### config.mk
export PLATFORM = sky130hd
export DESIGN_NAME = pib_bridge
export DESIGN_NICKNAME = d
export VERILOG_FILES = /design/src/rtl/pib_pkg.sv /design/src/rtl/pib_win.sv /design/src/rtl/pib_bridge.sv
export SDC_FILE = /design/constraint.sdc
export NUM_CORES = 2
export LEC_CHECK = 0
export ABC_CLOCK_PERIOD_IN_PS = 7600
export BUFFER_PORTS_ARGS = -buffer_cell sky130_fd_sc_hd__buf_2
export CAP_MARGIN = 20
export CELL_PAD_IN_SITES_DETAIL_PLACEMENT = 0
export CELL_PAD_IN_SITES_GLOBAL_PLACEMENT = 1
export CORE_MARGIN = 5
export CORE_UTILIZATION = 30
export DETAILED_ROUTE_END_ITERATION = 16
export GPL_TIMING_DRIVEN = 0
export PLACE_DENSITY_LB_ADDON = 0.15
export SYNTH_ARGS = -nofsm -noshare
export SYNTH_HDL_FRONTEND = slang
export SYNTH_SLANG_ARGS = --single-unit
### constraint.sdc
create_clock -name clock -period 7.6 [get_ports clock]
set_input_delay 0.38 -clock clock [delete_from_list [all_inputs] [get_ports clock]]
set_output_delay 0.38 -clock clock [all_outputs]
set_load 0.01 [all_outputs]
### src/rtl/pib_pkg.sv
// Purpose: Shared constants and types for the host to ISA window bridge
// Assumes: 20 MHz clock, synchronous active-high reset
// Notes:   Windows 0..5 forward I/O, windows 6..9 forward memory
package pib_pkg;

   // ----------------------------------------------------------------
   // Clock and cycle timing
   // ----------------------------------------------------------------
   localparam int CLK_MHZ = 20;
   localparam int CMD_MIN_NS = 250;   // Least command strobe width
   localparam int REC_MIN_NS = 100;   // Least idle time between cycles
   localparam int CMD_CYC = (CMD_MIN_NS * CLK_MHZ + 999) / 1000;
   localparam int REC_CYC = (REC_MIN_NS * CLK_MHZ + 999) / 1000;
   localparam int CNT_W = 4;

   // ----------------------------------------------------------------
   // Window table layout
   // ----------------------------------------------------------------
   localparam int NUM_IO_WIN = 6;
   localparam int NUM_MEM_WIN = 4;
   localparam int NUM_WIN = NUM_IO_WIN + NUM_MEM_WIN;
   localparam int WIN_IDX_W = 4;
   localparam int ISA_AW = 24;
   localparam int ISA_DW = 16;

   // Reset contents of the windows set up at boot
   localparam logic [31:0] IO0_BASE = 32'h0000_0300;
   localparam logic [31:0] IO0_LIMIT = 32'h0000_031f;
   localparam logic [31:0] IO1_BASE = 32'h0000_8000;
   localparam logic [31:0] IO1_LIMIT = 32'h0000_80ff;
   localparam logic [31:0] MEM0_BASE = 32'h2000_0000;
   localparam logic [31:0] MEM0_LIMIT = 32'h200f_ffff;
   localparam logic [23:0] MEM0_XLAT = 24'h00_0000;
   localparam int IO0_IDX = 0;
   localparam int IO1_IDX = 1;
   localparam int MEM0_IDX = NUM_IO_WIN;

   // Top of the low megabyte on the ISA side
   localparam logic [23:0] LOW_MEG_TOP = 24'h0f_ffff;

   // ----------------------------------------------------------------
   // Routed interrupt lines
   // ----------------------------------------------------------------
   localparam int NUM_IRQ_OUT = 6;
   localparam int IRQ_SEL [NUM_IRQ_OUT] = '{1, 3, 4, 6, 7, 12};

   // ----------------------------------------------------------------
   // Cycle engine states
   // ----------------------------------------------------------------
   typedef enum logic [2:0] {
      ST_IDLE,
      ST_ADDR,
      ST_CMD,
      ST_END,
      ST_REC
   } pib_state_t;

endpackage

### src/rtl/pib_win.sv
// Purpose: Forwarding window table and address match
// Assumes: Config writes arrive as single-cycle strobes
// Notes:   Lowest-numbered matching window of the right type wins
`timescale 1ns/100ps
`default_nettype none
module pib_win
   import pib_pkg::*;
(
   input wire logic clock,
   input wire logic srst,
   input wire logic cfg_we,
   input wire logic [pib_pkg::WIN_IDX_W-1:0] cfg_idx,
   input wire logic cfg_en,
   input wire logic [31:0] cfg_base,
   input wire logic [31:0] cfg_limit,
   input wire logic [pib_pkg::ISA_AW-1:0] cfg_xlat,
   input wire logic look_io,
   input wire logic [31:0] look_addr,
   output logic hit,
   output logic [pib_pkg::ISA_AW-1:0] hit_isa_addr
);
   import pib_pkg::*;

   typedef struct packed {
      logic [NUM_WIN-1:0] en;
      logic [NUM_WIN-1:0][31:0] base;
      logic [NUM_WIN-1:0][31:0] limit;
      logic [NUM_WIN-1:0][ISA_AW-1:0] xlat;
   } pib_win_st_t;

   pib_win_st_t s_r;
   pib_win_st_t s_nxt;
   logic [NUM_WIN-1:0] match;
   logic [NUM_WIN-1:0][ISA_AW-1:0] mapped;

   // ----------------------------------------------------------------
   // Per-window compare
   // ----------------------------------------------------------------
   genvar gi;
   generate
      for (gi = 0; gi < NUM_WIN; gi = gi + 1) begin : g_win
         logic [31:0] off;
         assign off = look_addr - s_r.base[gi];
         // Type, enable and range test
         assign match[gi] = s_r.en[gi] && (look_io == (gi < NUM_IO_WIN))
            && (look_addr >= s_r.base[gi]) && (look_addr <= s_r.limit[gi]);
         // Memory windows relocate, I/O passes the port number as is
         assign mapped[gi] = (gi < NUM_IO_WIN) ? look_addr[ISA_AW-1:0]
            : s_r.xlat[gi] + off[ISA_AW-1:0];
      end
   endgenerate

   // Priority pick of the first match
   always_comb begin
      hit = 1'b0;
      hit_isa_addr = '0;
      for (int i = NUM_WIN - 1; i >= 0; i--) begin
         if (match[i]) begin
            hit = 1'b1;
            hit_isa_addr = mapped[i];
         end
      end
   end

   // Table update
   always_comb begin
      s_nxt = s_r;
      if (cfg_we && (cfg_idx < WIN_IDX_W'(NUM_WIN))) begin
         s_nxt.en[cfg_idx] = cfg_en;
         s_nxt.base[cfg_idx] = cfg_base;
         s_nxt.limit[cfg_idx] = cfg_limit;
         s_nxt.xlat[cfg_idx] = cfg_xlat;
      end
   end

   // Boot defaults loaded at reset
   always_ff @(posedge clock) begin
      if (srst) begin
         s_r <= '0;
         s_r.en[IO0_IDX] <= 1'b1;
         s_r.base[IO0_IDX] <= IO0_BASE;
         s_r.limit[IO0_IDX] <= IO0_LIMIT;
         s_r.en[IO1_IDX] <= 1'b1;
         s_r.base[IO1_IDX] <= IO1_BASE;
         s_r.limit[IO1_IDX] <= IO1_LIMIT;
         s_r.en[MEM0_IDX] <= 1'b1;
         s_r.base[MEM0_IDX] <= MEM0_BASE;
         s_r.limit[MEM0_IDX] <= MEM0_LIMIT;
         s_r.xlat[MEM0_IDX] <= MEM0_XLAT;
      end else begin
         s_r <= s_nxt;
      end
   end
endmodule
`default_nettype wire

### src/rtl/pib_bridge.sv
// Purpose: Forwards host I/O and memory accesses onto a PC/104 ISA bus
// Assumes: All inputs synchronous to clock; host holds its request until ack
// Notes:   Bridge always owns the ISA bus; no DMA, no mastering
//
// Summary of operation
// - Run 8-bit and 16-bit I/O and memory cycles for accesses in enabled windows.
// - Hold the command strobe while the target pulls ready low, then finish.
// - Use a 16-bit transfer only when the target asserts its matching CS16 line.
// - Add system-memory strobes for memory cycles below the first megabyte.
// - No ISA bus mastering; the bus is never handed to a card.
// - Route only IRQ 1, 3, 4, 6, 7 and 12 to the host.
// - After reset, I/O 0x300-0x31F and 0x8000-0x80FF are forwarded.
// - Memory 20000000-200FFFFF maps to ISA 000000-0FFFFF at equal offset.
// - Six I/O and four memory windows, each rewritable by software.
// - Only configured windows forward; boot defaults load at reset.
`timescale 1ns/100ps
`default_nettype none
module pib_bridge
   import pib_pkg::*;
(
   input wire logic clock,
   input wire logic srst,
   // Window configuration port
   input wire logic cfg_we,
   input wire logic [pib_pkg::WIN_IDX_W-1:0] cfg_idx,
   input wire logic cfg_en,
   input wire logic [31:0] cfg_base,
   input wire logic [31:0] cfg_limit,
   input wire logic [pib_pkg::ISA_AW-1:0] cfg_xlat,
   // Host access port
   input wire logic host_req,
   input wire logic host_io,
   input wire logic host_write,
   input wire logic host_wide,
   input wire logic [31:0] host_addr,
   input wire logic [pib_pkg::ISA_DW-1:0] host_wdata,
   output logic host_claim,
   output logic host_ack,
   output logic [pib_pkg::ISA_DW-1:0] host_rdata,
   output logic [pib_pkg::NUM_IRQ_OUT-1:0] host_irq,
   // ISA bus
   output logic [pib_pkg::ISA_AW-1:0] isa_sa,
   output logic bale,
   output logic aen,
   output logic sbhe_n,
   output logic ior_n,
   output logic iow_n,
   output logic memr_n,
   output logic memw_n,
   output logic smemr_n,
   output logic smemw_n,
   input wire logic [pib_pkg::ISA_DW-1:0] isa_sd_i,
   output logic [pib_pkg::ISA_DW-1:0] isa_sd_o,
   output logic isa_sd_oe,
   input wire logic iochrdy,
   input wire logic iocs16_n,
   input wire logic memcs16_n,
   input wire logic [15:0] irq_in,
   input wire logic [7:0] drq,
   output logic [7:0] dack_n,
   input wire logic master_n
);
   import pib_pkg::*;

   typedef struct packed {
      pib_state_t st;
      logic [CNT_W-1:0] cnt;
      logic io;
      logic wr;
      logic wide;
      logic use16;
      logic hi_pass;
      logic [ISA_AW-1:0] addr;
      logic [ISA_DW-1:0] wdata;
      logic [ISA_DW-1:0] rdata;
      logic ack;
      logic bale;
      logic rd_str;
      logic wr_str;
      logic low_meg;
      logic sd_oe;
      logic [ISA_DW-1:0] sd_o;
      logic [NUM_IRQ_OUT-1:0] irq;
   } pib_bridge_st_t;

   pib_bridge_st_t s_r;
   pib_bridge_st_t s_nxt;
   logic win_hit;
   logic [ISA_AW-1:0] win_isa_addr;
   logic cs16_seen;

   // ----------------------------------------------------------------
   // Window table
   // ----------------------------------------------------------------
   pib_win u_win (
      .clock(clock),
      .srst(srst),
      .cfg_we(cfg_we),
      .cfg_idx(cfg_idx),
      .cfg_en(cfg_en),
      .cfg_base(cfg_base),
      .cfg_limit(cfg_limit),
      .cfg_xlat(cfg_xlat),
      .look_io(host_io),
      .look_addr(host_addr),
      .hit(win_hit),
      .hit_isa_addr(win_isa_addr)
   );

   // ----------------------------------------------------------------
   // Host side claim
   // ----------------------------------------------------------------
   assign host_claim = host_req && win_hit;

   // Width answer of the addressed card
   assign cs16_seen = s_r.io ? !iocs16_n : !memcs16_n;

   // ----------------------------------------------------------------
   // Cycle engine
   // ----------------------------------------------------------------
   always_comb begin
      s_nxt = s_r;
      s_nxt.ack = 1'b0;
      // Only the six supported lines reach the host
      for (int i = 0; i < NUM_IRQ_OUT; i++) begin
         s_nxt.irq[i] = irq_in[IRQ_SEL[i]];
      end
      case (s_r.st)
         ST_IDLE: begin
            // Start only for a claimed access
            if (host_claim) begin
               s_nxt.st = ST_ADDR;
               s_nxt.io = host_io;
               s_nxt.wr = host_write;
               s_nxt.wide = host_wide;
               s_nxt.hi_pass = 1'b0;
               s_nxt.addr = win_isa_addr;
               s_nxt.wdata = host_wdata;
               s_nxt.rdata = '0;
               s_nxt.bale = 1'b1;
               s_nxt.low_meg = !host_io && (win_isa_addr <= LOW_MEG_TOP);
            end
         end
         ST_ADDR: begin
            // Address settled; pick width and raise the command
            s_nxt.bale = 1'b0;
            s_nxt.use16 = s_r.wide && !s_r.hi_pass && cs16_seen;
            s_nxt.rd_str = !s_r.wr;
            s_nxt.wr_str = s_r.wr;
            s_nxt.sd_oe = s_r.wr;
            s_nxt.sd_o = s_r.hi_pass ? {8'h00, s_r.wdata[15:8]} : s_r.wdata;
            s_nxt.cnt = CNT_W'(CMD_CYC - 1);
            s_nxt.st = ST_CMD;
         end
         ST_CMD: begin
            // Least strobe width, then stretch while not ready
            if (s_r.cnt != '0) begin
               s_nxt.cnt = s_r.cnt - CNT_W'(1);
            end else if (iochrdy) begin
               s_nxt.st = ST_END;
               s_nxt.rd_str = 1'b0;
               s_nxt.wr_str = 1'b0;
               if (!s_r.wr) begin
                  if (s_r.use16) begin
                     s_nxt.rdata = isa_sd_i;
                  end else if (s_r.hi_pass) begin
                     s_nxt.rdata[15:8] = isa_sd_i[7:0];
                  end else begin
                     s_nxt.rdata[7:0] = isa_sd_i[7:0];
                  end
               end
            end
         end
         ST_END: begin
            // Data hold, then second byte or finish
            s_nxt.sd_oe = 1'b0;
            s_nxt.cnt = CNT_W'(REC_CYC - 1);
            s_nxt.st = ST_REC;
         end
         ST_REC: begin
            if (s_r.cnt != '0) begin
               s_nxt.cnt = s_r.cnt - CNT_W'(1);
            end else if (s_r.wide && !s_r.use16 && !s_r.hi_pass) begin
               // Narrow card: high byte as a second 8-bit cycle
               s_nxt.hi_pass = 1'b1;
               s_nxt.addr = s_r.addr + ISA_AW'(1);
               s_nxt.low_meg = !s_r.io && ((s_r.addr + ISA_AW'(1)) <= LOW_MEG_TOP);
               s_nxt.bale = 1'b1;
               s_nxt.st = ST_ADDR;
            end else begin
               s_nxt.ack = 1'b1;
               s_nxt.use16 = 1'b0;
               s_nxt.st = ST_IDLE;
            end
         end
         default: begin
            s_nxt.st = ST_IDLE;
         end
      endcase
   end

   // State register
   always_ff @(posedge clock) begin
      if (srst) begin
         s_r <= '0;
         s_r.st <= ST_IDLE;
      end else begin
         s_r <= s_nxt;
      end
   end

   // ----------------------------------------------------------------
   // Outputs
   // ----------------------------------------------------------------
   assign host_ack = s_r.ack;
   assign host_rdata = s_r.rdata;
   assign host_irq = s_r.irq;
   assign isa_sa = s_r.addr;
   assign bale = s_r.bale;
   assign isa_sd_o = s_r.sd_o;
   assign isa_sd_oe = s_r.sd_oe;
   assign sbhe_n = !(s_r.wide && !s_r.hi_pass && (s_r.st != ST_IDLE));
   // Command strobes
   assign ior_n = !(s_r.io && s_r.rd_str);
   assign iow_n = !(s_r.io && s_r.wr_str);
   assign memr_n = !(!s_r.io && s_r.rd_str);
   assign memw_n = !(!s_r.io && s_r.wr_str);
   assign smemr_n = !(!s_r.io && s_r.rd_str && s_r.low_meg);
   assign smemw_n = !(!s_r.io && s_r.wr_str && s_r.low_meg);
   // Bridge keeps the bus; DMA requests and master requests go unanswered
   assign dack_n = 8'hff;
   assign aen = 1'b0;

endmodule
`default_nettype wire

==> flow_metrics.py <==
metrics = {
    "sta": {
        "setup_viol": 0,
        "finalCriticalPeriod_ps": 6170,
        "finalSetupTns_ps": 0,
        "fmax_mhz": 162,
        "fin_crit_sh_pct": 81.1,
        "hold_viol_final": 0,
        "fin_skew_ps": 41.4,
        "worst_pin_slew_ps": 1270,
        "holdWs_ps": 59.0,
        "max_slew_margin_pct": 15.5,
        "rsz0062_at_grt": "no",
        "drv_slew": 0,
    },
    "worst_setup_path": {
        "critPathTopFamily": "simple AND/OR/NAND/NOR gates",
        "path_class": "reg2reg",
        "path_cells": "inv_1, ha_1, nand4_1, nor4_1, and4b_1, nor2_1, a21oi_1, nand2_1, nand2_1, o31ai_4, nor2_1, clkbuf_1, o21ai_0, a21oi_1",
        "r2r-start": "u_win.s_r[479]",
        "reg2reg_depth": 14,
        "rrSetupSlack_ps": 1430,
        "cp-endpoint": "isa_sa[2]",
        "startpoint_type": "flop",
        "cp_max_fo": 10,
        "critPathRequiredTime_ps": 8250,
        "r2r-end": "isa_sa[2]",
        "cpPeakStageDelay_ps": 990,
        "crit_path_start": "u_win.s_r[479]",
        "cp.arrival_ps": 6820,
        "crit_buf_inv": 2,
        "endpoint_kind": "flop",
        "cpMaxStageDelayCell": "nor4_1",
        "worstSetupPathDepth": 14,
    },
    "floorplanning": {
        "ios": 274,
        "dieHeight_um": 437,
        "rows": 156,
        "dieArea_um2": 191000,
        "die_w_um": 437,
        "coreArea_um2": 181000,
        "start_util_pct": 30.2,
    },
    "global_routing": {
        "grt_pass1_wl_um": 358000,
        "grt_pass1_vias": 49800,
        "grt_usage_pct": 25.7,
        "grt-ovfl-total": 0,
        "antenna_found_initial": 15,
        "grt_max_degree": 23,
    },
    "final_layout": {
        "nFillCells": 19400,
        "nNetsFinal": 8742,
        "drive_gt1_share_pct": 6.66,
        "layout_common_cells": "nand2_1 (1691), a21oi_1 (1044), inv_1 (956)",
        "mostFrequentLayoutCell": "nand2_1",
        "area_delta_synth_final_pct": 16.4,
        "fin_util_pct": 35.2,
        "stdcell_count": 10200,
    },
    "power": {
        "p_per_area_nw_per_um2": 188,
        "p_leak_nw": 24.0,
        "ir_drop_v": 0.000213,
        "power_mw": 12.0,
    },
    "route": {
        "drc": 0,
        "wirelength_um": 253000,
        "dr.pass1.iters": 5,
        "vias_per_cell": 5.05,
        "drtIter0Drc": 3598,
        "drtAntennaViolNets": 0,
        "via_count": 51400,
        "wire_per_inst_um": 24.9,
    },
    "clocking": {
        "cts-root-buf": "clkbuf_16",
        "clk_pin_slew_worst_paths_ps": 60,
        "clk_latency_ps": 760,
        "cts.sinks": 842,
        "cts_buffer_depth": 3,
        "cts_tree": "done",
        "cts_buffers": 109,
        "cts_setup_buffers": 0,
        "htree_levels": 3,
    },
    "synthesis": {
        "avgSynthCellArea_um2": 7.49,
        "synth_cell_type_count": 88,
        "synth_edf_count": 0,
        "ys.flop_type": "dfxtp_1",
        "async_reset_ff_share_pct": 0,
        "yosysSeqAreaShare_pct": 30.8,
        "syn_inst": 7305,
        "yosys_warnings": 0,
        "netlist_area_um2": 54700,
        "synth_seq_cells": 842,
    },
    "min_path": {
        "worstHoldStart": "cfg_en",
        "hp-class": "in2reg",
    },
    "run_status": {
        "status": "finished clean",
    },
    "placement": {
        "gp_congestion": 0.901,
        "post-dp-hpwl_um": 190000,
        "portBuffers": 179,
        "dp.cells": 9915,
    },
    "flow_run": {
        "cap_violations": 0,
    },
}
## sequential cells by signal, summed over array words and instances (netlist names)
name	cells
host_irq	6
isa_sd_oe	1
host_rdata	16
s_r	31
bale	1
u_win.s_r	746
isa_sa	24
isa_sd_o	16
host_ack	1
## timing repair
item | CTS | global route
hold buffers | 61 | 0
gates resized for setup | 0 | 0
hold endpoints to repair | 136 | 0
## how the worst min path moves through the flow
stage / endpoint / slack [ps] / depth (start not counted)
final: u_win.s_r[884] / 60 / 3
after global routing: u_win.s_r[367] / 40 / 3
after CTS: u_win.s_r[884] / 4 / 3
after detailed placement: isa_sd_o[11] / 450 / 2
after global placement: s_r[48] / 440 / 2
after floorplan: isa_sd_o[10] / 430 / 2
## kinds of logic after synthesis
logic type | share of synthesized area (%)
XOR/XNOR | 1.49
buffers and inverters | 10.1
flip-flops | 30.8
AO/OA/AOI/OAI | 17.9
AND/OR/NAND/NOR | 18.8
adder cells (fa/ha/maj) | 20.3
other | 0.0137
multiplexers | 0.677
## through the flow
stage	worst slack, ps	instance area, um2
after floorplan	3370	54800
after CTS	1510	63700
after global placement	104	58600
after detailed placement	808	59500
after global routing	1490	63700
final	1430	63700
## report_power, final
| part | switching, mW | internal (mW) |
|---|---|---|
| Clock | 2.22 | 3.06 |
| Sequential | 0.0545 | 4.49 |
| Combinational | 1.41 | 0.718 |
## area by class of cell
cell class / instances / area [um2] / area share (%)
Antenna cell: 2 / 5.00 / 0.00785
Buffer: 436 / 1920 / 3.01
Clock buffer: 170 / 3290 / 5.16
Clock inverter: 29 / 305 / 0.479
Inverter: 958 / 3600 / 5.64
Multi-Input combinational cell: 5076 / 32400 / 50.9
Sequential cell: 842 / 16900 / 26.4
Tap cell: 2370 / 2970 / 4.65
Timing Repair Buffer: 296 / 2380 / 3.74
## routing by layer
metal | track usage, % | wire length [um]
met2 | 45.3 | 122000
met5 | 0 | 13
met4 | 8.23 | 9390
met3 | 2.76 | 10900
met1 | 32.9 | 110000
## synthesized netlist by cell type, types with 10 or more instances
library cell,count,area [um2]
nand2_1,1691,6350
a21oi_1,1044,5230
inv_1,957,3590
dfxtp_1,842,16900
ha_1,739,9250
clkbuf_1,351,1320
nor2_1,215,807
o21ai_0,203,1020
nand4_1,112,701
nand3_1,96,480
fa_1,92,1840
a21o_1,79,593
buf_4,71,533
a211oi_1,64,480
nor3_1,59,295
xnor2_1,57,499
a211o_1,45,394
nand2b_1,43,269
nor2b_1,38,238
xor2_1,36,315
and3_1,34,213
o211ai_1,33,248
mux2i_1,28,280
o21a_1,27,203
nor4_1,25,156
nand3b_1,23,173
a31oi_1,21,131
nor3b_1,18,135
a2111oi_0,17,149
a221oi_1,15,131
o21bai_1,15,113
o31ai_1,15,113
buf_1,13,48.8
and2_1,12,75.1
or2_2,12,75.1
a221o_1,10,100
## worst min-delay path, stage by stage
cell and delay (ps):
clkbuf_1 220, nand2_1 110, a21oi_1 60
(Power assumes the default switching activity.)
